[config.mk]
export PLATFORM = sky130hd
export DESIGN_NAME = mtps_top
export DESIGN_NICKNAME = d
export VERILOG_FILES = /design/src/rtl/mtps_pkg.sv /design/src/rtl/mtps_pattern.sv /design/src/rtl/mtps_top.sv
export SDC_FILE = /design/constraint.sdc
export NUM_CORES = 1
export LEC_CHECK = 0
export BUFFER_PORTS_ARGS = -buffer_cell sky130_fd_sc_hd__clkbuf_2
export CAP_MARGIN = 20
export CELL_PAD_IN_SITES_DETAIL_PLACEMENT = 2
export CELL_PAD_IN_SITES_GLOBAL_PLACEMENT = 2
export CORE_ASPECT_RATIO = 1.5
export CORE_MARGIN = 4
export CORE_UTILIZATION = 38
export CTS_CLUSTER_SIZE = 25
export DETAILED_ROUTE_END_ITERATION = 12
export PLACE_DENSITY_LB_ADDON = 0.2
export SLEW_MARGIN = 20
export SYNTH_ARGS = -nofsm -noshare
export SYNTH_HDL_FRONTEND = slang
export SYNTH_SLANG_ARGS = --single-unit
[constraint.sdc]
create_clock -name clk_sys -period 3.2 [get_ports clk_sys]
set_input_delay 0.32 -clock clk_sys [delete_from_list [all_inputs] [get_ports clk_sys]]
set_output_delay 0.32 -clock clk_sys [all_outputs]
set_load 0.05 [all_outputs]
[src/rtl/mtps_pkg.sv]
package mtps_pkg;

  // Word and address geometry
  localparam int unsigned WORD_W = 49;
  localparam int unsigned ADDR_W = 12;
  localparam int unsigned NGRP   = 6;

  // APB register byte offsets
  localparam logic [7:0] OFF_CTRL   = 8'h00;
  localparam logic [7:0] OFF_CMD    = 8'h04;
  localparam logic [7:0] OFF_ADDR   = 8'h08;
  localparam logic [7:0] OFF_STATUS = 8'h0C;
  localparam logic [7:0] OFF_RDLO   = 8'h10;
  localparam logic [7:0] OFF_RDHI   = 8'h14;

  // Control register: one bit per maintenance panel switch
  localparam int unsigned CB_LOCAL   = 0;
  localparam int unsigned CB_CHECK   = 1;
  localparam int unsigned CB_AUTO    = 2;
  localparam int unsigned CB_PCCL    = 3;
  localparam int unsigned CB_WORD    = 4;
  localparam int unsigned CB_GRP     = 5;
  localparam int unsigned CB_CLKSTOP = 11;
  localparam int unsigned CB_PWRON   = 12;
  localparam int unsigned CB_PWRRST  = 13;
  localparam int unsigned CB_CONT    = 14;
  localparam int unsigned CB_STOPERR = 15;
  localparam int unsigned CB_STOPFIN = 16;
  localparam int unsigned CB_INHCNT  = 17;
  localparam int unsigned CTRL_W     = 18;
  localparam logic [CTRL_W-1:0] CTRL_RST = 18'h0_0000;

  // Command register: write-one pulses
  localparam int unsigned CMD_START  = 0;
  localparam int unsigned CMD_STEP   = 1;
  localparam int unsigned CMD_CLRERR = 2;

  // Status register fields
  localparam int unsigned ST_BUSY    = 0;
  localparam int unsigned ST_RUN     = 1;
  localparam int unsigned ST_ERR     = 2;
  localparam int unsigned ST_FAULT   = 3;
  localparam int unsigned ST_P100    = 4;
  localparam int unsigned ST_POWERED = 5;
  localparam int unsigned ST_PHASE   = 6;
  localparam int unsigned ST_RELAY   = 8;
  localparam int unsigned ST_LOCKOUT = 12;

  // Timing
  localparam int unsigned CLK_NS         = 4;
  localparam int unsigned RELAY_STEP_NS  = 1000;
  localparam int unsigned RELAY_STEP_CYC = (RELAY_STEP_NS + CLK_NS - 1) / CLK_NS;

  typedef enum logic {MTPS_IDLE, MTPS_WAIT} mtps_state_e;

endpackage

[src/rtl/mtps_pattern.sv]
`timescale 1ns/1ps
module mtps_pattern
  import mtps_pkg::*;
(
  // Switch settings and checkerboard invert
  input  wire logic                word_up,
  input  wire logic [NGRP-1:0]     grp_up,
  input  wire logic                invert,
  // Test word
  output logic      [WORD_W-1:0]   pattern
);
  import mtps_pkg::*;

  // Bit i+1 of the word belongs to group i mod 6; the parity bit joins the last group
  for (genvar i = 0; i < WORD_W; i++) begin : g_bit
    localparam int unsigned GRP = (i == WORD_W - 1) ? NGRP - 1 : i % NGRP;
    assign pattern[i] = ~(word_up ^ grp_up[GRP] ^ invert); // [RULE1] [RULE2] [RULE3] [RULE4] [RULE5] [RULE6] [RULE7] [RULE8]
  end

endmodule

[src/rtl/mtps_top.sv]
// Notes on behaviour
// RULE1 - 2s group bits set when normal
// RULE2 - 4s group bits set when normal
// RULE3 - 8s group bits set when normal
// RULE4 - As group bits set when normal
// RULE5 - Bs group plus parity set
// RULE6 - Group switch up inverts that group
// RULE7 - 1s group bits set when normal
// RULE8 - All normal gives all ones; word inverts
// RULE9 - Checkerboard selector overrides automatic/manual
// RULE10 - Manual down, automatic up under uniform
// RULE11 - Cycle selector ignored in manual mode
// RULE12 - Normal: read then write, normal pattern
// RULE13 - Up: read, write cmp, read cmp, write
// RULE14 - Address increments after each operation
// RULE15 - Local clock stop freezes all cycling
// RULE16 - Power reset inhibits failure sensing
// RULE17 - Online: wait for +100 before sequencing
// RULE18 - Lockout grounded only on own failure
// RULE19 - Local: four relays under power switch
// RULE20 - Lamps follow their flip-flop or state
// RULE21 - Checkerboard alternates pattern between neighbours
// RULE22 - Reads compared, mismatch sets error flag
//
// Decided for this implementation: the register addresses and the APB register port.
`timescale 1ns/1ps
module mtps_top
  import mtps_pkg::*;
(
  // Clock and reset
  input  wire logic                clk_sys,
  input  wire logic                resetn,
  // APB slave
  input  wire logic                psel,
  input  wire logic                penable,
  input  wire logic                pwrite,
  input  wire logic [7:0]          paddr,
  input  wire logic [31:0]         pwdata,
  output logic      [31:0]         prdata,
  output logic                     pready,
  output logic                     pslverr,
  // Core memory stack
  output logic                     mem_start,
  output logic                     mem_write,
  output logic      [ADDR_W-1:0]   mem_addr,
  output logic      [WORD_W-1:0]   mem_wdata,
  input  wire logic [WORD_W-1:0]   mem_rdata,
  input  wire logic                mem_done,
  output logic                     mem_unavailable,
  // Power sequencing
  input  wire logic                supply_p100_ok,
  input  wire logic                special_supply_fail,
  output logic      [3:0]          relay_en,
  input  wire logic                supply_lockout_line_i,
  output logic                     supply_lockout_line_o,
  output logic                     supply_lockout_line_oe_n,
  // Panel lamps
  output logic                     lamp_local_mode,
  output logic                     lamp_local_power,
  output logic                     lamp_system_power,
  output logic                     lamp_error,
  output logic                     lamp_busy
);
  import mtps_pkg::*;

  typedef struct packed {
    logic [CTRL_W-1:0]  ctrl;
    logic [ADDR_W-1:0]  addr;
    mtps_state_e        st;
    logic [1:0]         phase;
    logic               run;
    logic               err;
    logic               fault;
    logic [3:0]         relays;
    logic [7:0]         rcnt;
    logic               done_s1;
    logic               done_s2;
    logic               done_s3;
    logic               p100_s1;
    logic               p100_s2;
    logic               fail_s1;
    logic               fail_s2;
    logic               lk_s1;
    logic               lk_s2;
    logic [WORD_W-1:0]  rd_s1;
    logic [WORD_W-1:0]  rd_s2;
    logic [WORD_W-1:0]  rd_last;
    logic [WORD_W-1:0]  wdata;
    logic               start;
    logic               wr;
    logic [31:0]        prdata;
  } mtps_regs_s;

  mtps_regs_s         s_r;
  mtps_regs_s         s_nxt;

  logic               apb_wr;
  logic               apb_setup;
  logic               addr_hit;
  logic               start_cmd;
  logic               step_cmd;
  logic               clrerr_cmd;
  logic               is_local;
  logic               chkb_mode;
  logic               pccl_eff;
  logic [1:0]         last_phase;
  logic               powered;
  logic               tick;
  logic               done_ev;
  logic               issue;
  logic               op_done;
  logic               mismatch;
  logic               err_set;
  logic               power_target;
  logic               fault_set;
  logic               chk_odd;
  logic [WORD_W-1:0]  pat_norm;
  logic [WORD_W-1:0]  pat_cmp;

  ////////////////////////////////////////////////////////////////////////////
  // Decode and mode selection

  assign apb_setup  = psel & ~penable;
  assign apb_wr     = psel & penable & pwrite;
  assign addr_hit   = (paddr == OFF_CTRL) | (paddr == OFF_CMD) | (paddr == OFF_ADDR) |
                      (paddr == OFF_STATUS) | (paddr == OFF_RDLO) | (paddr == OFF_RDHI);
  assign start_cmd  = apb_wr & (paddr == OFF_CMD) & pwdata[CMD_START];
  assign step_cmd   = apb_wr & (paddr == OFF_CMD) & pwdata[CMD_STEP];
  assign clrerr_cmd = apb_wr & (paddr == OFF_CMD) & pwdata[CMD_CLRERR];

  assign is_local   = s_r.ctrl[CB_LOCAL];
  assign chkb_mode  = s_r.ctrl[CB_CHECK];                             // [RULE9]
  // Manual mode is uniform with automatic down; it never sees the cycle selector
  assign pccl_eff   = s_r.ctrl[CB_PCCL] & (chkb_mode | s_r.ctrl[CB_AUTO]); // [RULE10] [RULE11]
  assign last_phase = pccl_eff ? 2'd3 : 2'd1;                         // [RULE12] [RULE13]
  assign powered    = &s_r.relays;
  // A stopped clock freezes the sequencer; a cycle whose done edge comes while stopped stays in wait after restart
  assign tick       = is_local & ~s_r.ctrl[CB_CLKSTOP] & powered;     // [RULE15]
  assign done_ev    = s_r.done_s2 & ~s_r.done_s3;
  assign issue      = tick & (s_r.st == MTPS_IDLE) & (start_cmd | s_r.run);
  assign op_done    = tick & (s_r.st == MTPS_WAIT) & done_ev & (s_r.phase == last_phase);
  assign mismatch   = ~s_r.wr & (s_r.rd_s2 != s_r.wdata);             // [RULE22]
  assign err_set    = tick & (s_r.st == MTPS_WAIT) & done_ev & mismatch;

  // Neighbouring X and Y lines take opposite patterns in checkerboard mode
  assign chk_odd    = chkb_mode & (s_r.addr[0] ^ s_r.addr[ADDR_W/2]); // [RULE21]

  mtps_pattern u_pat_norm (
    .word_up (s_r.ctrl[CB_WORD]),
    .grp_up  (s_r.ctrl[CB_GRP +: NGRP]),
    .invert  (chk_odd),
    .pattern (pat_norm)
  );

  mtps_pattern u_pat_cmp (
    .word_up (s_r.ctrl[CB_WORD]),
    .grp_up  (s_r.ctrl[CB_GRP +: NGRP]),
    .invert  (~chk_odd),
    .pattern (pat_cmp)
  );

  // Online the stack waits for the last system supply; locally the panel switch rules
  assign power_target = (is_local ? s_r.ctrl[CB_PWRON] : s_r.p100_s2) & ~s_r.fault; // [RULE17] [RULE19]
  assign fault_set    = s_r.fail_s2 & ~s_r.ctrl[CB_PWRRST] & (s_r.relays != 4'h0); // [RULE16]

  ////////////////////////////////////////////////////////////////////////////
  // Next state

  always_comb begin
    s_nxt         = s_r;
    s_nxt.done_s1 = mem_done;
    s_nxt.done_s2 = s_r.done_s1;
    s_nxt.done_s3 = s_r.done_s2;
    s_nxt.p100_s1 = supply_p100_ok;
    s_nxt.p100_s2 = s_r.p100_s1;
    s_nxt.fail_s1 = special_supply_fail;
    s_nxt.fail_s2 = s_r.fail_s1;
    s_nxt.lk_s1   = supply_lockout_line_i;
    s_nxt.lk_s2   = s_r.lk_s1;
    s_nxt.rd_s1   = mem_rdata;
    s_nxt.rd_s2   = s_r.rd_s1;
    s_nxt.start   = 1'b0;

    if (apb_wr && paddr == OFF_CTRL) begin
      s_nxt.ctrl = pwdata[CTRL_W-1:0];
    end

    // Error flag: a mismatch in the clearing cycle still sets it
    s_nxt.err = err_set | (s_r.err & ~clrerr_cmd);                    // [RULE22]

    if (!s_r.ctrl[CB_CONT]) begin
      s_nxt.run = 1'b0;
    end

    if (tick) begin
      unique case (s_r.st)
        MTPS_IDLE: begin
          if (start_cmd || s_r.run) begin
            if (start_cmd && s_r.ctrl[CB_CONT]) begin
              s_nxt.run = 1'b1;
            end
            // Even phases read, odd phases write; middle two use the complement
            s_nxt.st    = MTPS_WAIT;
            s_nxt.start = 1'b1;
            s_nxt.wr    = s_r.phase[0];                               // [RULE12]
            s_nxt.wdata = (pccl_eff && (s_r.phase == 2'd1 || s_r.phase == 2'd2)) ?
                          pat_cmp : pat_norm;                         // [RULE13]
          end else if (step_cmd) begin
            s_nxt.addr = s_r.addr + 1'b1;
          end
        end
        MTPS_WAIT: begin
          if (done_ev) begin
            s_nxt.st = MTPS_IDLE;
            if (!s_r.wr) begin
              s_nxt.rd_last = s_r.rd_s2;
            end
            if (err_set && s_r.ctrl[CB_STOPERR]) begin
              s_nxt.run = 1'b0;
            end
            if (s_r.phase == last_phase) begin
              s_nxt.phase = 2'd0;
              if (s_r.ctrl[CB_STOPFIN] && (&s_r.addr)) begin
                s_nxt.run = 1'b0;
              end else if (!s_r.ctrl[CB_INHCNT]) begin
                s_nxt.addr = s_r.addr + 1'b1;                         // [RULE14]
              end
            end else begin
              s_nxt.phase = s_r.phase + 2'd1;
            end
          end
        end
      endcase
    end

    // Leaving local mode abandons the test run
    if (!is_local) begin
      s_nxt.st    = MTPS_IDLE;
      s_nxt.run   = 1'b0;
      s_nxt.phase = 2'd0;
    end

    if (apb_wr && paddr == OFF_ADDR && s_r.st == MTPS_IDLE) begin
      s_nxt.addr = pwdata[ADDR_W-1:0];
    end

    // Relay chain closes one relay per step and drops all at once
    if (!power_target) begin
      s_nxt.relays = 4'h0;                                            // [RULE19]
      s_nxt.rcnt   = 8'h00;
    end else if (!powered) begin
      if (s_r.rcnt == 8'(RELAY_STEP_CYC - 1)) begin
        s_nxt.rcnt   = 8'h00;
        s_nxt.relays = {s_r.relays[2:0], 1'b1};                       // [RULE19]
      end else begin
        s_nxt.rcnt = s_r.rcnt + 8'h01;
      end
    end

    // Failure latches until power reset; the release also blocks detection
    s_nxt.fault = fault_set | (s_r.fault & ~s_r.ctrl[CB_PWRRST]);     // [RULE16] [RULE18]

    s_nxt.prdata = 32'h0000_0000;
    if (apb_setup && !pwrite) begin
      unique case (paddr)
        OFF_CTRL:   s_nxt.prdata = 32'(s_r.ctrl);
        OFF_ADDR:   s_nxt.prdata = 32'(s_r.addr);
        OFF_STATUS: begin
          s_nxt.prdata[ST_BUSY]          = (s_r.st != MTPS_IDLE);
          s_nxt.prdata[ST_RUN]           = s_r.run;
          s_nxt.prdata[ST_ERR]           = s_r.err;
          s_nxt.prdata[ST_FAULT]         = s_r.fault;
          s_nxt.prdata[ST_P100]          = s_r.p100_s2;
          s_nxt.prdata[ST_POWERED]       = powered;
          s_nxt.prdata[ST_PHASE +: 2]    = s_r.phase;
          s_nxt.prdata[ST_RELAY +: 4]    = s_r.relays;
          s_nxt.prdata[ST_LOCKOUT]       = s_r.lk_s2;
        end
        OFF_RDLO:   s_nxt.prdata = s_r.rd_last[31:0];
        OFF_RDHI:   s_nxt.prdata = 32'(s_r.rd_last[WORD_W-1:32]);
        default:    s_nxt.prdata = 32'h0000_0000;
      endcase
    end
  end

  always_ff @(posedge clk_sys or negedge resetn) begin
    if (!resetn) begin
      s_r <= '0;
    end else begin
      s_r <= s_nxt;
    end
  end

  ////////////////////////////////////////////////////////////////////////////
  // Outputs

  assign prdata                   = s_r.prdata;
  assign pready                   = 1'b1;
  assign pslverr                  = psel & penable & ~addr_hit;
  assign mem_start                = s_r.start;
  assign mem_write                = s_r.wr;
  assign mem_addr                 = s_r.addr;
  assign mem_wdata                = s_r.wdata;
  assign mem_unavailable          = is_local;
  assign relay_en                 = s_r.relays;
  // Open-drain lockout: pulled to ground only by our own failure latch
  assign supply_lockout_line_o    = 1'b0;
  assign supply_lockout_line_oe_n = ~s_r.fault;                       // [RULE18]
  assign lamp_local_mode          = is_local;                         // [RULE20]
  assign lamp_local_power         = s_r.relays[3];                    // [RULE20]
  assign lamp_system_power        = s_r.p100_s2;                      // [RULE20]
  assign lamp_error               = s_r.err;                          // [RULE20]
  assign lamp_busy                = (s_r.st != MTPS_IDLE);            // [RULE20]
endmodule
# Word-level counts from Yosys, hierarchy flattened

Index checks and enable logic that the tools add are counted.

Logic and storage cells: 174
Flip-flop bits (word level): 287

Bitwise operators: 71
Equality and inequality tests: 21
Multiplexer cells: 33
Reductions and logical operators: 21
Add/sub/neg operators: 3

Operators with widths:

| cell                                                                    | count |
|---|---|
| 12-bit two-way mux                                                      | 8 |
| 13-bit one-hot mux with 5 select lines                                  | 1 |
| 19-bit one-hot mux with 3 select lines                                  | 1 |
| 49-bit two-way mux                                                      | 1 |
| 49-bit inequality test                                                  | 1 |
| 16-bit two-way mux                                                      | 2 |
| 32-bit two-way mux                                                      | 1 |
| 13-bit one-hot mux with 2 select lines                                  | 1 |
| 1-bit bitwise AND                                                       | 22 |
| 1-bit inverter                                                          | 22 |
| 1-bit bitwise XOR                                                       | 19 |
| 8-bit by 4-bit == test with 1-bit output, second input constant         | 2 |
| 8-bit by 5-bit == test with 1-bit output, second input constant         | 2 |
| 12-bit by 1-bit adder with 12-bit output, second input constant         | 1 |
| 2-bit two-way mux                                                       | 6 |
| 3-bit by 2-bit inequality test with 1-bit output, second input constant | 4 |
| 12-bit AND reduction                                                    | 1 |
| 8-bit by 1-bit adder with 8-bit output, second input constant           | 1 |
| 8-bit by 3-bit == test with 1-bit output, second input constant         | 1 |
| 8-bit == test, second input constant                                    | 1 |
| 1-bit logical AND                                                       | 8 |
| 8-bit logical NOT                                                       | 1 |
| 1-bit two-way mux                                                       | 8 |
| 4-bit two-way mux                                                       | 2 |
| 18 further kinds                                                        | 32 |

# Depth between registers and ports, before layout

Depth after elaboration: 14
Mapped depth: 9
Depth with buffers taken out: 8

# Cells and area by module

A second synthesis with hierarchy kept.

Cells, all modules: 1,082
Area total of the unflattened synthesis: 12,968.7 µm²

By module, submodules not included:

| module       | area each (µm²) | instances | cells an instance |
|---|---|---|---|
| mtps_top     | 12,042.8        | 1         | 982 |
| mtps_pattern | 462.9           | 2         | 50 |

# Worst setup path before layout

No wires, ideal clock.

Kind: register to register
From: register s_r (netlist bit lamp_busy)
To: register s_r (netlist bit mem_addr[4])
Data arrival time: 2.281 ns
Stages on the path, launching flop included: 8
Slack: 0.785 ns
Path through: dfrtp_1 > buf_4 > or4_4 > o2bb2a_1 > a22o_1 > clkbuf_1 > o21ai_0 > o21ai_0

Longest elaborated chain between the ends: 4
Elaborated cells on any way between the ends: 13
Those cells by class: 6 x eq/ne; 3 x mux; 1 x bitwise; 3 x reduce/logical

RTL lines:

| item                                                                                            | line                             | text |
|---|---|---|
| start, declared                                                                                 | mtps_top.sv:94                   | `mtps_regs_s s_r;` |
| start signal, assigned                                                                          | mtps_top.sv:290                  | `s_r <= s_nxt;` |
| 1-bit inverter (no source line)                                                                 | n/a                              |  |
| 1-bit logical AND / 13-bit one-hot mux with 2 select lines (equally long branches)              | mtps_top.sv:243, mtps_top.sv:196 |  |
| 3-bit by 2-bit inequality test with 1-bit output (no source line), or another cell as far along | n/a                              |  |
| 7-bit AND reduction (no source line) / 12-bit two-way mux (equally long branches)               | n/a                              |  |

Several ways; a longest one is shown, not always the timed one. The select of a mux whose other input is x is not followed.
A chain may end at the register's enable or synchronous reset.

==> impl_metrics.toml <==
[sta]
max_freq_mhz = 383.8
fin_skew_ns = 0.008865
tightest_slew_ns = 0.8713
relSlewSlack_pct = 41.46
finalSetupTns_ns = 0
fin_crit_ns = 2.605
rsz0062_at_grt = "no"
slew_viol_final = 0
timing.final.crit_share_pct = 81.42
finalHoldViolCount = 0
report.final.setup_viol = 0

[floorplanning]
die_w_um = 140.7
fp.dieArea_um2 = 29140
core_region_area_um2 = 25940
start_util_pct = 38.71
die_y_um = 207.1
io-pin-count = 207
num_rows = 72

[yosys]
synth_area_um2 = 10040
yosys.area.top_type = "dfrtp_1"
synthTopCellsByArea = "dfrtp_1 61%, buf_4 7.7%, nand2_1 6.7%"
syn_avg_cell_area_um2 = 11.25
yosysUniqueCellTypes = 57
yosys_warnings = 0
ys_seq_elements = 244
ys_seq_area_share_pct = 60.80
syn_inst = 893
synth_top_area_share_pct = 60.80
ys_async_sr_fraction_pct = 100.0
synth_flop_cell = "dfrtp_1"
synth_edf_count = 0
syn_nets = 994

[clocking]
clock_sinks = 244
cts_tree = "done"
post_cts_resized = 0
cts-root-buf = "clkbuf_16"
h-tree-depth = 1
numCtsBuffers = 25
clock_latency_ns = 0.51
clk_pin_slew_ns = 0.06
cts_max_path_buffers = 3

[min_path]
hold_depth = 2
holdCritPathClass = "in2reg"

[finish]
final_nets = 1160
syn2layout_area_growth_pct = 20.33
finish.utilization_pct = 46.58
layout-drive-gt1-share_pct = 28.68
final_area_um2 = 12080

[routing]
drtPass1Iterations = 5
vias = 7121
avgViaCountPerCell = 5.058
initialDrtViolationCount = 243
detail_route.wl_per_cell_um = 21.71
finalWirelength_um = 30570
remaining_drc_errors = 0
ant_nets = 0

[setup_path]
worstPathArrival_ns = 2.99
crit_required_ns = 3.59
cp-start-kind = "register"
rr_worst_depth = 5
critical_path_peak_fanout = 14
worst_setup_path_end_kind = "register"
timing_worst_setup_path_type = "reg2reg"

[placement]
finalWeightedCongestion = 0.8312
io_buffers = 190
placedInstanceArea_um2 = 10750
dpl.hpwl_um = 21780

[power_and_ir_drop]
clockPowerShare_pct = 44.7
p_comb_share_pct = 5.1
swShare_pct = 22.82
p_sw_mw = 1.468
irDropWorstVdd_mv = 0.3825
p_per_area_nw_per_um2 = 532.4
seq_power_share_pct = 50.2
p_leak_nw = 5.975
p_int_mw = 4.965

[global_route]
first_global_vias = 8027
gr-usage-all-layers_pct = 21.11
grt_max_degree = 87
grt_pass1_wl_um = 48200
antenna_found_initial = 1
grt-ovfl-total = 0

[job]
cap_violations = 0

[status]
status = "finished, final reports clean"
## synthesized netlist by cell type, types with 4 or more instances
cell and instances:
a21oi_1 25, a222oi_1 12, a31oi_1 10, and3_1 25, buf_2 9, buf_4 103, clkbuf_1 19, dfrtp_1 244
inv_1 10, mux2_2 26, mux2_4 10, mux2i_1 6, nand2_1 180, nand2b_1 5, nand3_1 27, nand4_1 8
nor2_1 30, nor2b_1 8, nor3_1 12, nor3b_1 4, o21ai_0 42, o31ai_1 5, or4_1 9, xor2_1 11
## cells by family after synthesis
| family | count (synthesis) | synth area share [%] |
|---|---|---|
| AO/OA/AOI/OAI | 119 | 7.663 |
| XOR/XNOR | 14 | 1.221 |
| adder cells (fa/ha/maj) | 3 | 0.3738 |
| buffers and inverters | 143 | 9.382 |
| flip-flops | 244 | 60.80 |
| multiplexers | 42 | 5.009 |
| other | 2 | 0.07478 |
| AND/OR/NAND/NOR | 326 | 15.47 |
## per-layer routing
metal  vias to the layer above  share of wire (%)  global-route usage (%)
met1                      3660                 36                   24.05
met5                         -                  0                       0
met3                        32                3.7                   2.353
met4                         0                1.6                   4.915
li1                       3281                  -                       -
met2                       148                 58                   41.39
## timing repair
action / CTS / global route
setup endpoints to repair: 0 / 0
endpoints found under the hold margin: 132 / 0
buffers inserted: 0 / 0
hold buffers: 54 / 0
## per-stage QoR
step | hold slack [ns] | cells | power [mW] | worst slack (ns)
2_1_floorplan | 0.02441 | 893 | 3.365 | 0.7846
3_3_place_gp | 0.3348 | 1311 | 3.552 | 0.6748
3_5_place_dp | 0.3362 | 1311 | 3.563 | 0.6281
4_1_cts | 0.03046 | 1407 | 6.513 | 0.6150
5_1_grt | 0.04593 | 1408 | 6.688 | 0.4243
6_report | 0.05265 | 1408 | 6.433 | 0.5947
## power groups by stage
| stage | Clock (mW) | Sequential (mW) | Combinational (mW) |
|---|---|---|---|
| 6_report | 2.88 | 3.23 | 0.327 |
| 5_1_grt | 3.09 | 3.24 | 0.364 |
| 4_1_cts | 2.95 | 3.23 | 0.333 |
| 3_5_place_dp | 0 | 3.28 | 0.278 |
| 3_3_place_gp | 0 | 3.28 | 0.271 |
| 2_1_floorplan | 0 | 3.26 | 0.107 |
## registers in the layout, indices dropped and copies added, names as in the netlist
signal             cells
chkb_mode              1
lamp_busy              1
lamp_error             1
lamp_local_mode        1
lamp_system_power      1
mem_addr              12
mem_start              1
mem_wdata              6
mem_write              1
prdata                32
relay_en               4
s_nxt                 54
s_r                  129
## area by class of cell
| type | instances | area [um^2] |
|---|---|---|
| antenna | 1 | 2.502 |
| clock buffer | 33 | 685.7 |
| clock inverter | 9 | 110.1 |
| fill | 2664 | 13860 |
| inverter | 10 | 37.54 |
| multi-input combinational | 506 | 3002 |
| sequential | 244 | 6106 |
| tap | 333 | 416.7 |
| timing repair buffer | 272 | 1724 |
## placed cells by master, fill, tap and decap left out, drive strengths merged, types with 12 or more instances in the layout
cell type,netlist,routed
and3,28,28
a21oi,25,25
a222oi,12,12
nor2,31,31
dfrtp,244,244
nand2,180,180
mux2,36,36
o21ai,42,42
nor3,13,13
nand3,28,28
clkbuf,19,222
buf,114,29
dlygate4sd3,0,54
## worst max-delay path, stage by stage, from the launching register on
cell      delay, ns
dfrtp_1        0.56
or4_1          0.58
a221oi_1       0.33
nand3_1        0.11
or4_1          0.63
a22o_1         0.27
## final timing paths
path | startpoint | endpoint | slack, ns
setup / recovery | mem_wdata[46] | lamp_error | 0.59
hold / removal | pwdata[13] | s_r[282] | 0.05
setup reg to reg | mem_wdata[46] | lamp_error | 0.59
hold reg to reg | s_nxt[136] | s_r[136] | 0.35
max in group asynchronous | resetn | s_nxt[135] | 1.88
min in group asynchronous | resetn | s_r[245] | 0.37
Power figures use the tool's default switching activity.
